===== src/rundown_defs.vh =====
// Constants for the Wilkinson rundown control block
`ifndef RUNDOWN_DEFS_VH
`define RUNDOWN_DEFS_VH
`define NUM_CHAINS 16
`define NUM_ADCS 32
`define NUM_GOR 3
`define CNT_WIDTH 12
`define OVF_BIT 11
`define FULL_SCALE_COUNT 2048
`define PEDESTAL_COUNT 46
`define OFFSET_WIDTH 10
`define CLK_HZ 40000000
`define ST_IDLE 2'h0
`define ST_ARMED 2'h1
`define ST_RUNDOWN 2'h2
`define ST_DONE 2'h3
`endif


===== src/wilkinson_rundown_control.v =====
// Digital control of the 32 Wilkinson ADCs: trigger, rundown count and chip OR outputs
// What this block does
// - Discriminator firing sets a per-ADC trigger latch that shifts the threshold.
// - Discriminator release starts rundown on the next rising clock edge.
// - Rundown start closes the linear gate and turns on pedestal current.
// - Discriminator firing again ends the rundown interval.
// - A 12-bit per-ADC counter increments each clock during rundown until its overflow bit is set.
// - Full scale is 2048 counts; the 12th bit flags overflow.
// - At 40 MHz a full-scale conversion takes at most about 51 us.
// - Each result carries a fixed pedestal near 46 counts, about 1.15 us.
// - Only triggered ADCs run down; the others remain idle.
// - One output is the OR of rundown signals of powered chains.
// - Three gated ORs each combine a chosen subset of 32 rundowns.
// - Each ADC raises its loop-open flag while its feedback loop is open.
// - One output is the OR of loop-open flags of powered chains.
// - Gain-select bit picks a high/low gain ratio of 68 or 40.
// - Each of 32 ADCs has a 10-bit offset-threshold setting.
`timescale 1ns/1ps
`default_nettype none
`include "rundown_defs.vh"
module wilkinson_rundown_control #(
  parameter N = `NUM_ADCS,
  parameter W = `CNT_WIDTH
) (
  // Clock and reset
  input wire core_clk,
  input wire reset,
  // Analog side, per ADC (bits 0..15 high gain, 16..31 low gain)
  input wire [N-1:0] disc_fire,
  input wire [N-1:0] loop_open_in,
  output reg [N-1:0] trigger_latch,
  output reg [N-1:0] gate_closed,
  output reg [N-1:0] pedestal_on,
  output reg [N-1:0] rundown,
  output reg [N-1:0] loop_open,
  // Configuration
  input wire [`NUM_CHAINS-1:0] chain_power,
  input wire [N*`NUM_GOR-1:0] gor_select,
  input wire gain_select,
  input wire [N*`OFFSET_WIDTH-1:0] offset_threshold,
  // Readout
  input wire [N-1:0] read_done,
  output reg [N-1:0] result_valid,
  output reg [N*W-1:0] result,
  // Chip-wide outputs and analog settings
  output reg rundown_or,
  output reg [`NUM_GOR-1:0] rundown_gor,
  output reg loop_open_or,
  output reg low_gain_double,
  output reg [N*`OFFSET_WIDTH-1:0] offset_setting
);
  // Sequencer state codes, binary encoded
  localparam [1:0] IDLE = `ST_IDLE;
  localparam [1:0] ARMED = `ST_ARMED;
  localparam [1:0] RUNNING = `ST_RUNDOWN;
  localparam [1:0] HOLDING = `ST_DONE;
  // Counter constants and group sizes
  localparam OVF = `OVF_BIT;
  localparam NG = `NUM_GOR;
  localparam [W-1:0] COUNT_ZERO = {W{1'b0}};
  localparam [W-1:0] COUNT_ONE = {{(W-1){1'b0}}, 1'b1};

  // Power mask: ADC k belongs to chain k modulo the chain count
  function [N-1:0] power_mask;
    input [`NUM_CHAINS-1:0] pw;
    integer k;
    begin
      power_mask = {N{1'b0}};
      for (k = 0; k < N; k = k + 1) begin
        power_mask[k] = pw[k % `NUM_CHAINS];
      end
    end
  endfunction

  // OR of a level set through a selection mask
  function gated_or;
    input [N-1:0] level;
    input [N-1:0] mask;
    begin
      gated_or = |(level & mask);
    end
  endfunction

  // One counter step; the count freezes once the overflow bit is set
  function [W-1:0] count_step;
    input [W-1:0] count;
    begin
      if (count[OVF]) begin
        count_step = count;
      end else begin
        count_step = count + COUNT_ONE;
      end
    end
  endfunction

  // Powered mask, sequencer state and next values
  wire [N-1:0] powered;
  reg [2*N-1:0] state;
  reg [2*N-1:0] next_state;
  reg [N-1:0] next_trigger_latch;
  reg [N-1:0] next_gate_closed;
  reg [N-1:0] next_pedestal_on;
  reg [N-1:0] next_rundown;
  reg [N-1:0] next_result_valid;
  reg [N*W-1:0] next_result;
  reg [NG-1:0] next_rundown_gor;
  integer i;
  integer g;

  // Both gains of a chain share its power bit
  assign powered = power_mask(chain_power);

  // Next values of the per-ADC conversion sequencer
  always @* begin
    next_state = state;
    next_trigger_latch = trigger_latch;
    next_gate_closed = gate_closed;
    next_pedestal_on = pedestal_on;
    next_rundown = rundown;
    next_result_valid = result_valid;
    next_result = result;
    for (i = 0; i < N; i = i + 1) begin
      case (state[2*i +: 2])
        IDLE: begin
          if (disc_fire[i] && powered[i]) begin
            next_trigger_latch[i] = 1'b1;
            next_state[2*i +: 2] = ARMED;
          end
        end
        ARMED: begin
          if (!disc_fire[i]) begin
            next_trigger_latch[i] = 1'b0;
            next_gate_closed[i] = 1'b1;
            next_pedestal_on[i] = 1'b1;
            next_rundown[i] = 1'b1;
            next_result[i*W +: W] = COUNT_ZERO;
            next_result_valid[i] = 1'b0;
            next_state[2*i +: 2] = RUNNING;
          end
        end
        RUNNING: begin
          if (disc_fire[i]) begin
            next_rundown[i] = 1'b0;
            next_pedestal_on[i] = 1'b0;
            next_result_valid[i] = 1'b1;
            next_state[2*i +: 2] = HOLDING;
          end else begin
            next_result[i*W +: W] = count_step(result[i*W +: W]);
          end
        end
        HOLDING: begin
          if (read_done[i]) begin
            next_gate_closed[i] = 1'b0;
            next_result_valid[i] = 1'b0;
            next_state[2*i +: 2] = IDLE;
          end
        end
        default: begin
          next_state[2*i +: 2] = IDLE;
        end
      endcase
    end
  end

  // Sequencer registers; results hold until read out
  always @(posedge core_clk or posedge reset) begin
    if (reset) begin
      state <= {N{IDLE}};
      trigger_latch <= {N{1'b0}};
      gate_closed <= {N{1'b0}};
      pedestal_on <= {N{1'b0}};
      rundown <= {N{1'b0}};
      result_valid <= {N{1'b0}};
      result <= {N*W{1'b0}};
    end else begin
      state <= next_state;
      trigger_latch <= next_trigger_latch;
      gate_closed <= next_gate_closed;
      pedestal_on <= next_pedestal_on;
      rundown <= next_rundown;
      result_valid <= next_result_valid;
      result <= next_result;
    end
  end

  // Gated OR selections, not gated by chain power
  always @* begin
    next_rundown_gor = {NG{1'b0}};
    for (g = 0; g < NG; g = g + 1) begin
      next_rundown_gor[g] = gated_or(rundown, gor_select[g*N +: N]);
    end
  end

  // Chip-wide ORs, loop-open flags and configuration pass-through
  always @(posedge core_clk or posedge reset) begin
    if (reset) begin
      rundown_or <= 1'b0;
      rundown_gor <= {NG{1'b0}};
      loop_open <= {N{1'b0}};
      loop_open_or <= 1'b0;
      low_gain_double <= 1'b0;
      offset_setting <= {N*`OFFSET_WIDTH{1'b0}};
    end else begin
      rundown_or <= gated_or(rundown, powered);
      rundown_gor <= next_rundown_gor;
      loop_open <= loop_open_in;
      loop_open_or <= gated_or(loop_open_in, powered);
      low_gain_double <= gain_select;
      offset_setting <= offset_threshold;
    end
  end
endmodule
`default_nettype wire


===== config.mk =====
export PLATFORM = sky130hd
export DESIGN_NAME = wilkinson_rundown_control
export DESIGN_NICKNAME = d
export VERILOG_FILES = /design/src/wilkinson_rundown_control.v
export VERILOG_INCLUDE_DIRS = /design/src
export SDC_FILE = /design/constraint.sdc
export NUM_CORES = 2
export LEC_CHECK = 0
export BUFFER_PORTS_ARGS = -buffer_cell sky130_fd_sc_hd__buf_2
export CORE_AREA = 2 2 550 552
export CTS_BUF_LIST = sky130_fd_sc_hd__clkbuf_8 sky130_fd_sc_hd__clkbuf_16
export DETAILED_ROUTE_END_ITERATION = 7
export DIE_AREA = 0 0 552 554
export SYNTH_ARGS = -nofsm -noshare
export SYNTH_HDL_FRONTEND = slang
export SYNTH_SLANG_ARGS = --single-unit

===== constraint.sdc =====
create_clock -name core_clk -period 106 [get_ports core_clk]
set_input_delay 26.5 -clock core_clk [delete_from_list [all_inputs] [get_ports core_clk]]
set_output_delay 26.5 -clock core_clk [all_outputs]
set_load 0.01 [all_outputs]

* Word level (Yosys, flattened, before mapping)
Index checks and enable logic that the tools add are counted.
** Storage, ports and cells
- Register bits after elaboration :: 934
- Input port bits :: 531
- Output and inout bits :: 902
- Word-level logic and storage cells :: 1584
** Operators by class
- Add/subtract/negate cells :: 32
- Equal/unequal tests :: 288
- Mux-type cells :: 608
- Bitwise operators :: 5
- Reductions and logical operators :: 421
** Operators with widths (count)
- 12-bit two-way mux :: 96
- 12-bit case mux with 2 select lines :: 32
- 12-bit by 1-bit adder with 12-bit output, second input constant :: 32
- 2-bit != test, second input constant :: 192
- 3-bit AND reduction :: 128
- 4-bit AND reduction :: 96
- 2-bit two-way mux :: 128
- 2-bit case mux with 4 select lines :: 32
- 1-bit two-way mux :: 192
- 1-bit case mux with 2 select lines :: 96
- 2-bit nonzero test :: 96
- 32-bit bitwise AND :: 5
- 32-bit OR reduction :: 5
- 2-bit == test, second input constant :: 64
- 1-bit case mux with 3 select lines :: 32
- 3-bit nonzero test :: 32
- 2-bit by 1-bit == test with 1-bit output, second input constant :: 32
- 2-bit zero test :: 32
- 1-bit logical AND :: 32

* Logic depth before layout (Yosys ltp)
- Depth after elaboration :: 4
- Mapped depth :: 8
- Depth with buffers taken out :: 6

* Worst setup path after synthesis
No wires, ideal clock.
- Path kind :: input -> register
- Start :: input disc_fire[27]
- End :: register result[334]
- Library setup time :: 0.078 ns
- Data arrival time :: 27.825 ns
- Data required time :: 105.922 ns
- Slack :: 78.098 ns
- Stages :: 5
- Path buffers :: 1
- Cells stage by stage :: nand2b_1 > or4_1 > clkbuf_2 > or4_1 > a21oi_1
** Between the ends
- Word-level cells in the longest chain between the ends :: 2
- Elaborated cells between the ends (all ways) :: 3
- Those cells by class :: eq/ne: 2; reduce/logical: 1
** RTL lines
- start, declared :: RTL line wilkinson_rundown_control.v:29 : input wire [N-1:0] disc_fire,
- 2-bit != test (no line)
- 4-bit AND reduction (no line) (*)
- end signal, assigned :: RTL line wilkinson_rundown_control.v:174 : result <= {N*W{1'b0}};
- end signal, assigned :: RTL line wilkinson_rundown_control.v:182 : result <= next_result;
- end, declared :: RTL line wilkinson_rundown_control.v:44 : output reg [N*W-1:0] result,
Mark *: on every way between the ends. The rest lies on a longest branch, timed or not.
A chain may end at the register's enable or synchronous reset.

==> impl_metrics.py <==
metrics = {
    "yosys": {
        "synth_cell_types": 72,
        "syn-instance-count": 3885,
        "synth_async_reset_ratio_pct": 100,
        "synth_enable_flop_cells": 0,
        "synth_seq_area_share_pct": 56.7,
        "synth_warnings": 0,
        "syn-cell-area_um2": 41200,
        "ys_seq_elements": 934,
        "synth_nets": 4589,
        "syn_area_per_cell_um2": 10.6,
        "ys.flop_type": "sky130_fd_sc_hd__dfrtp_1",
    },
    "detailed_routing": {
        "num_vias": 37900,
        "drt_drc_violations_left": 0,
        "detailed_router_s_first_iteration_violation_count": 3270,
        "ant_nets": 0,
        "drt-pass1-iter-count": 6,
        "avgRoutedWirePerCell_um": 25.0,
        "detail_route.vias_per_cell": 3.99,
        "postRouteWirelength_um": 237000,
    },
    "cts": {
        "htree_num_levels": 3,
        "post_cts_hold_buffer_count": 0,
        "tritoncts.num_buffers": 114,
        "insertion_delay_ps": 850,
        "cts_buffer_depth": 4,
        "cts-resized-gates": 0,
        "setup_fix_buffers_added_after_clock_tree_synthesis": 0,
        "clk_pin_slew_ps": 60,
        "tritoncts_clock_tree": "built",
        "clockRootBuffer": "sky130_fd_sc_hd__clkbuf_16",
        "clock-sinks": 934,
    },
    "global_routing": {
        "globalRouteOverflowTotal": 0,
        "grt_use_total_pct": 14.9,
        "grt_antenna_before_repair": 169,
        "largest_net_degree_at_the_start_of_global_routing": 121,
        "vias_in_the_first_global_route": 35400,
        "global_route_wire_length_before_repair_um": 313000,
    },
    "pwr": {
        "ir_drop_v": 0.0000130,
        "power.total_mw": 1.40,
        "power_report.internal_total_mw": 0.839,
        "pwr-share-clk_pct": 29.7,
        "power_per_cell_area_nw_per_um2": 24.4,
        "switching_share_pct": 40.2,
        "cellLeakagePower_nw": 27.0,
        "netSwitchingPower_mw": 0.563,
        "power_frac_seq_pct": 35.3,
        "power_frac_comb_pct": 35.0,
    },
    "cells_and_area": {
        "final_net_count": 6055,
        "finish.utilization_pct": 19.2,
        "final_design_area_no_fill_um2": 57400,
        "flow.area_growth_from_synthesis_pct": 39.1,
        "layout-drive-gt1-share_pct": 32.7,
        "final_cells": 9491,
    },
    "flow_run": {
        "timing.max_cap.violations": 0,
    },
    "worst_setup_path": {
        "critical_path_peak_fanout": 71,
        "worstSetupEndpointType": "async pin",
        "critical_path.reg2reg.endpoint": "rundown_gor[0]",
        "crit_end": "result[353]",
        "cell_depth_of_the_worst_flop_to_flop_path": 4,
        "start_kind": "input pin",
        "worst_path_class_setup": "in2async",
        "cp_data_arrival_time_ps": 30780,
        "worstPathRequired_ps": 106750,
        "regToRegSetupSlack_ps": 103390,
        "worstSetupStartpoint": "reset",
        "critical_path.reg2reg.startpoint": "pedestal_on[29]",
    },
    "floorplan": {
        "top_level_ports": 1433,
        "die_w_um": 552,
        "starting_density_pct": 13.8,
        "rows": 201,
        "fp.dieH_um": 554,
        "area_of_the_die_um2": 306000,
        "core_region_area_um2": 299000,
    },
    "sta": {
        "totalNegativeSetupSlack_ps": 0,
        "timing.slew.headroom_pct": 19.6,
        "post-route-worst-setup-slack_ps": 75970,
        "report.final.slew_viol_count": 0,
        "min_period_over_period_pct": 28.3,
        "worst_hold_slack_ps": 500,
        "setup_viol": 0,
        "hold_viol_final": 0,
        "rsz0062_at_grt": "no",
        "timing_worst_slew_pin_value_ps": 1200,
        "period_needed_ps": 30030,
        "maxClockFrequency_mhz": 33.3,
        "final.setup_skew_ps": 92.4,
    },
    "placement": {
        "preCtsSetupSlack_ps": 75000,
        "port_buffers": 1432,
        "gp_congestion": 0.942,
        "dp_hpwl_um": 198000,
        "placed_cells": 9193,
        "post_dp_cell_area_um2": 53100,
    },
    "worst_hold_path": {
        "timing.hold.worst.start": "trigger_latch[6]",
        "holdCritPathClass": "reg2reg",
    },
    "status": {
        "run_status": "finished clean",
    },
}
[cells in the final DEF, fill, tap and decap left out, drive strengths merged, types with 48 or more instances in the layout]
cell and count:
diode 90, a21oi 217, or3 64, dfrtp 934
nand3 99, a22o 54, nor3 62, inv 199
a31oi 48, nand2b 52, mux2 52, o21ai 326
nand4 98, nand2 340, nor2 360, a22oi 64
xnor2 58, buf 1482, clkbuf 139, ha 173
xor2 72
[layer usage]
layer	part of all wire, %	wire (um)	up-vias	GRT usage [%]
met5	0.076	179	-	0
met2	47	111000	1858	24.4
met1	39	92900	18600	17.4
met4	5.3	12400	32	7.30
li1	-	-	16900	-
met3	8.8	20800	493	5.02
[worst min path at each step]
stage	to	slack, ps	cells past startpoint
after floorplan	result[9]	520	1
after global placement	trigger_latch[17]	490	2
after detailed placement	trigger_latch[5]	480	2
after CTS	trigger_latch[5]	500	2
after global routing	result_valid[23]	520	2
final	trigger_latch[6]	500	2
[power groups by stage]
stage	sequential (mW)	combinational (mW)	clock, mW
floorplan	0.502	0.249	0
global placement	0.501	0.497	0
detailed placement	0.503	0.500	0
CTS	0.498	0.503	0.429
global route	0.507	0.543	0.442
finish	0.495	0.491	0.416
[cell families after synthesis]
group | after synthesis | share of synthesized area (%)
buffers and inverters | 311 | 3.14
and+or+nand+nor | 1337 | 16.2
muxes | 88 | 2.29
adders and majority gates | 173 | 5.25
DFF | 934 | 56.7
AOI/OAI and AO/OA | 912 | 13.6
xor gates and xnor gates | 130 | 2.76
[cells in the mapped netlist, drive strengths merged, types with 37 or more instances]
master | number | area (um^2)
a21oi | 217 | 1090
a22o | 54 | 473
a22oi | 64 | 480
a31oi | 48 | 300
clkbuf | 98 | 369
dfrtp | 934 | 23400
ha | 173 | 2160
inv | 179 | 672
mux2 | 52 | 586
nand2 | 340 | 1280
nand2b | 52 | 325
nand3 | 99 | 495
nand4 | 98 | 613
nor2 | 360 | 1350
nor2b | 37 | 231
nor3 | 62 | 310
o21ai | 326 | 1630
or3 | 64 | 400
or4 | 39 | 293
xnor2 | 58 | 508
xor2 | 72 | 631
[area by class of cell]
cell class,instances,area [um^2]
clock buffer,139,3200
tap,3958,4950
antenna,90,225
sequential,934,23400
timing repair buffer,1482,7550
fill,33100,242000
inverter,179,679
multi-input combinational,2640,16600
clock inverter,69,803
[flip-flops by register name, summed over array words and instances, names as in the netlist]
name / count
loop_open: 32
state: 64
rundown: 25
result: 384
gate_closed: 32
low_gain_double: 1
trigger_latch: 32
rundown_gor: 3
pedestal_on: 7
loop_open_or: 1
offset_setting: 320
result_valid: 32
rundown_or: 1
[critical path, cell delays in order]
cell and delay [ps]:
sky130_fd_sc_hd__buf_2 130, sky130_fd_sc_hd__inv_8 330, sky130_fd_sc_hd__buf_4 560, sky130_fd_sc_hd__buf_4 530
sky130_fd_sc_hd__buf_4 770, sky130_fd_sc_hd__buf_4 760, sky130_fd_sc_hd__buf_4 850
No activity file was read; power rests on OpenSTA's default activity.
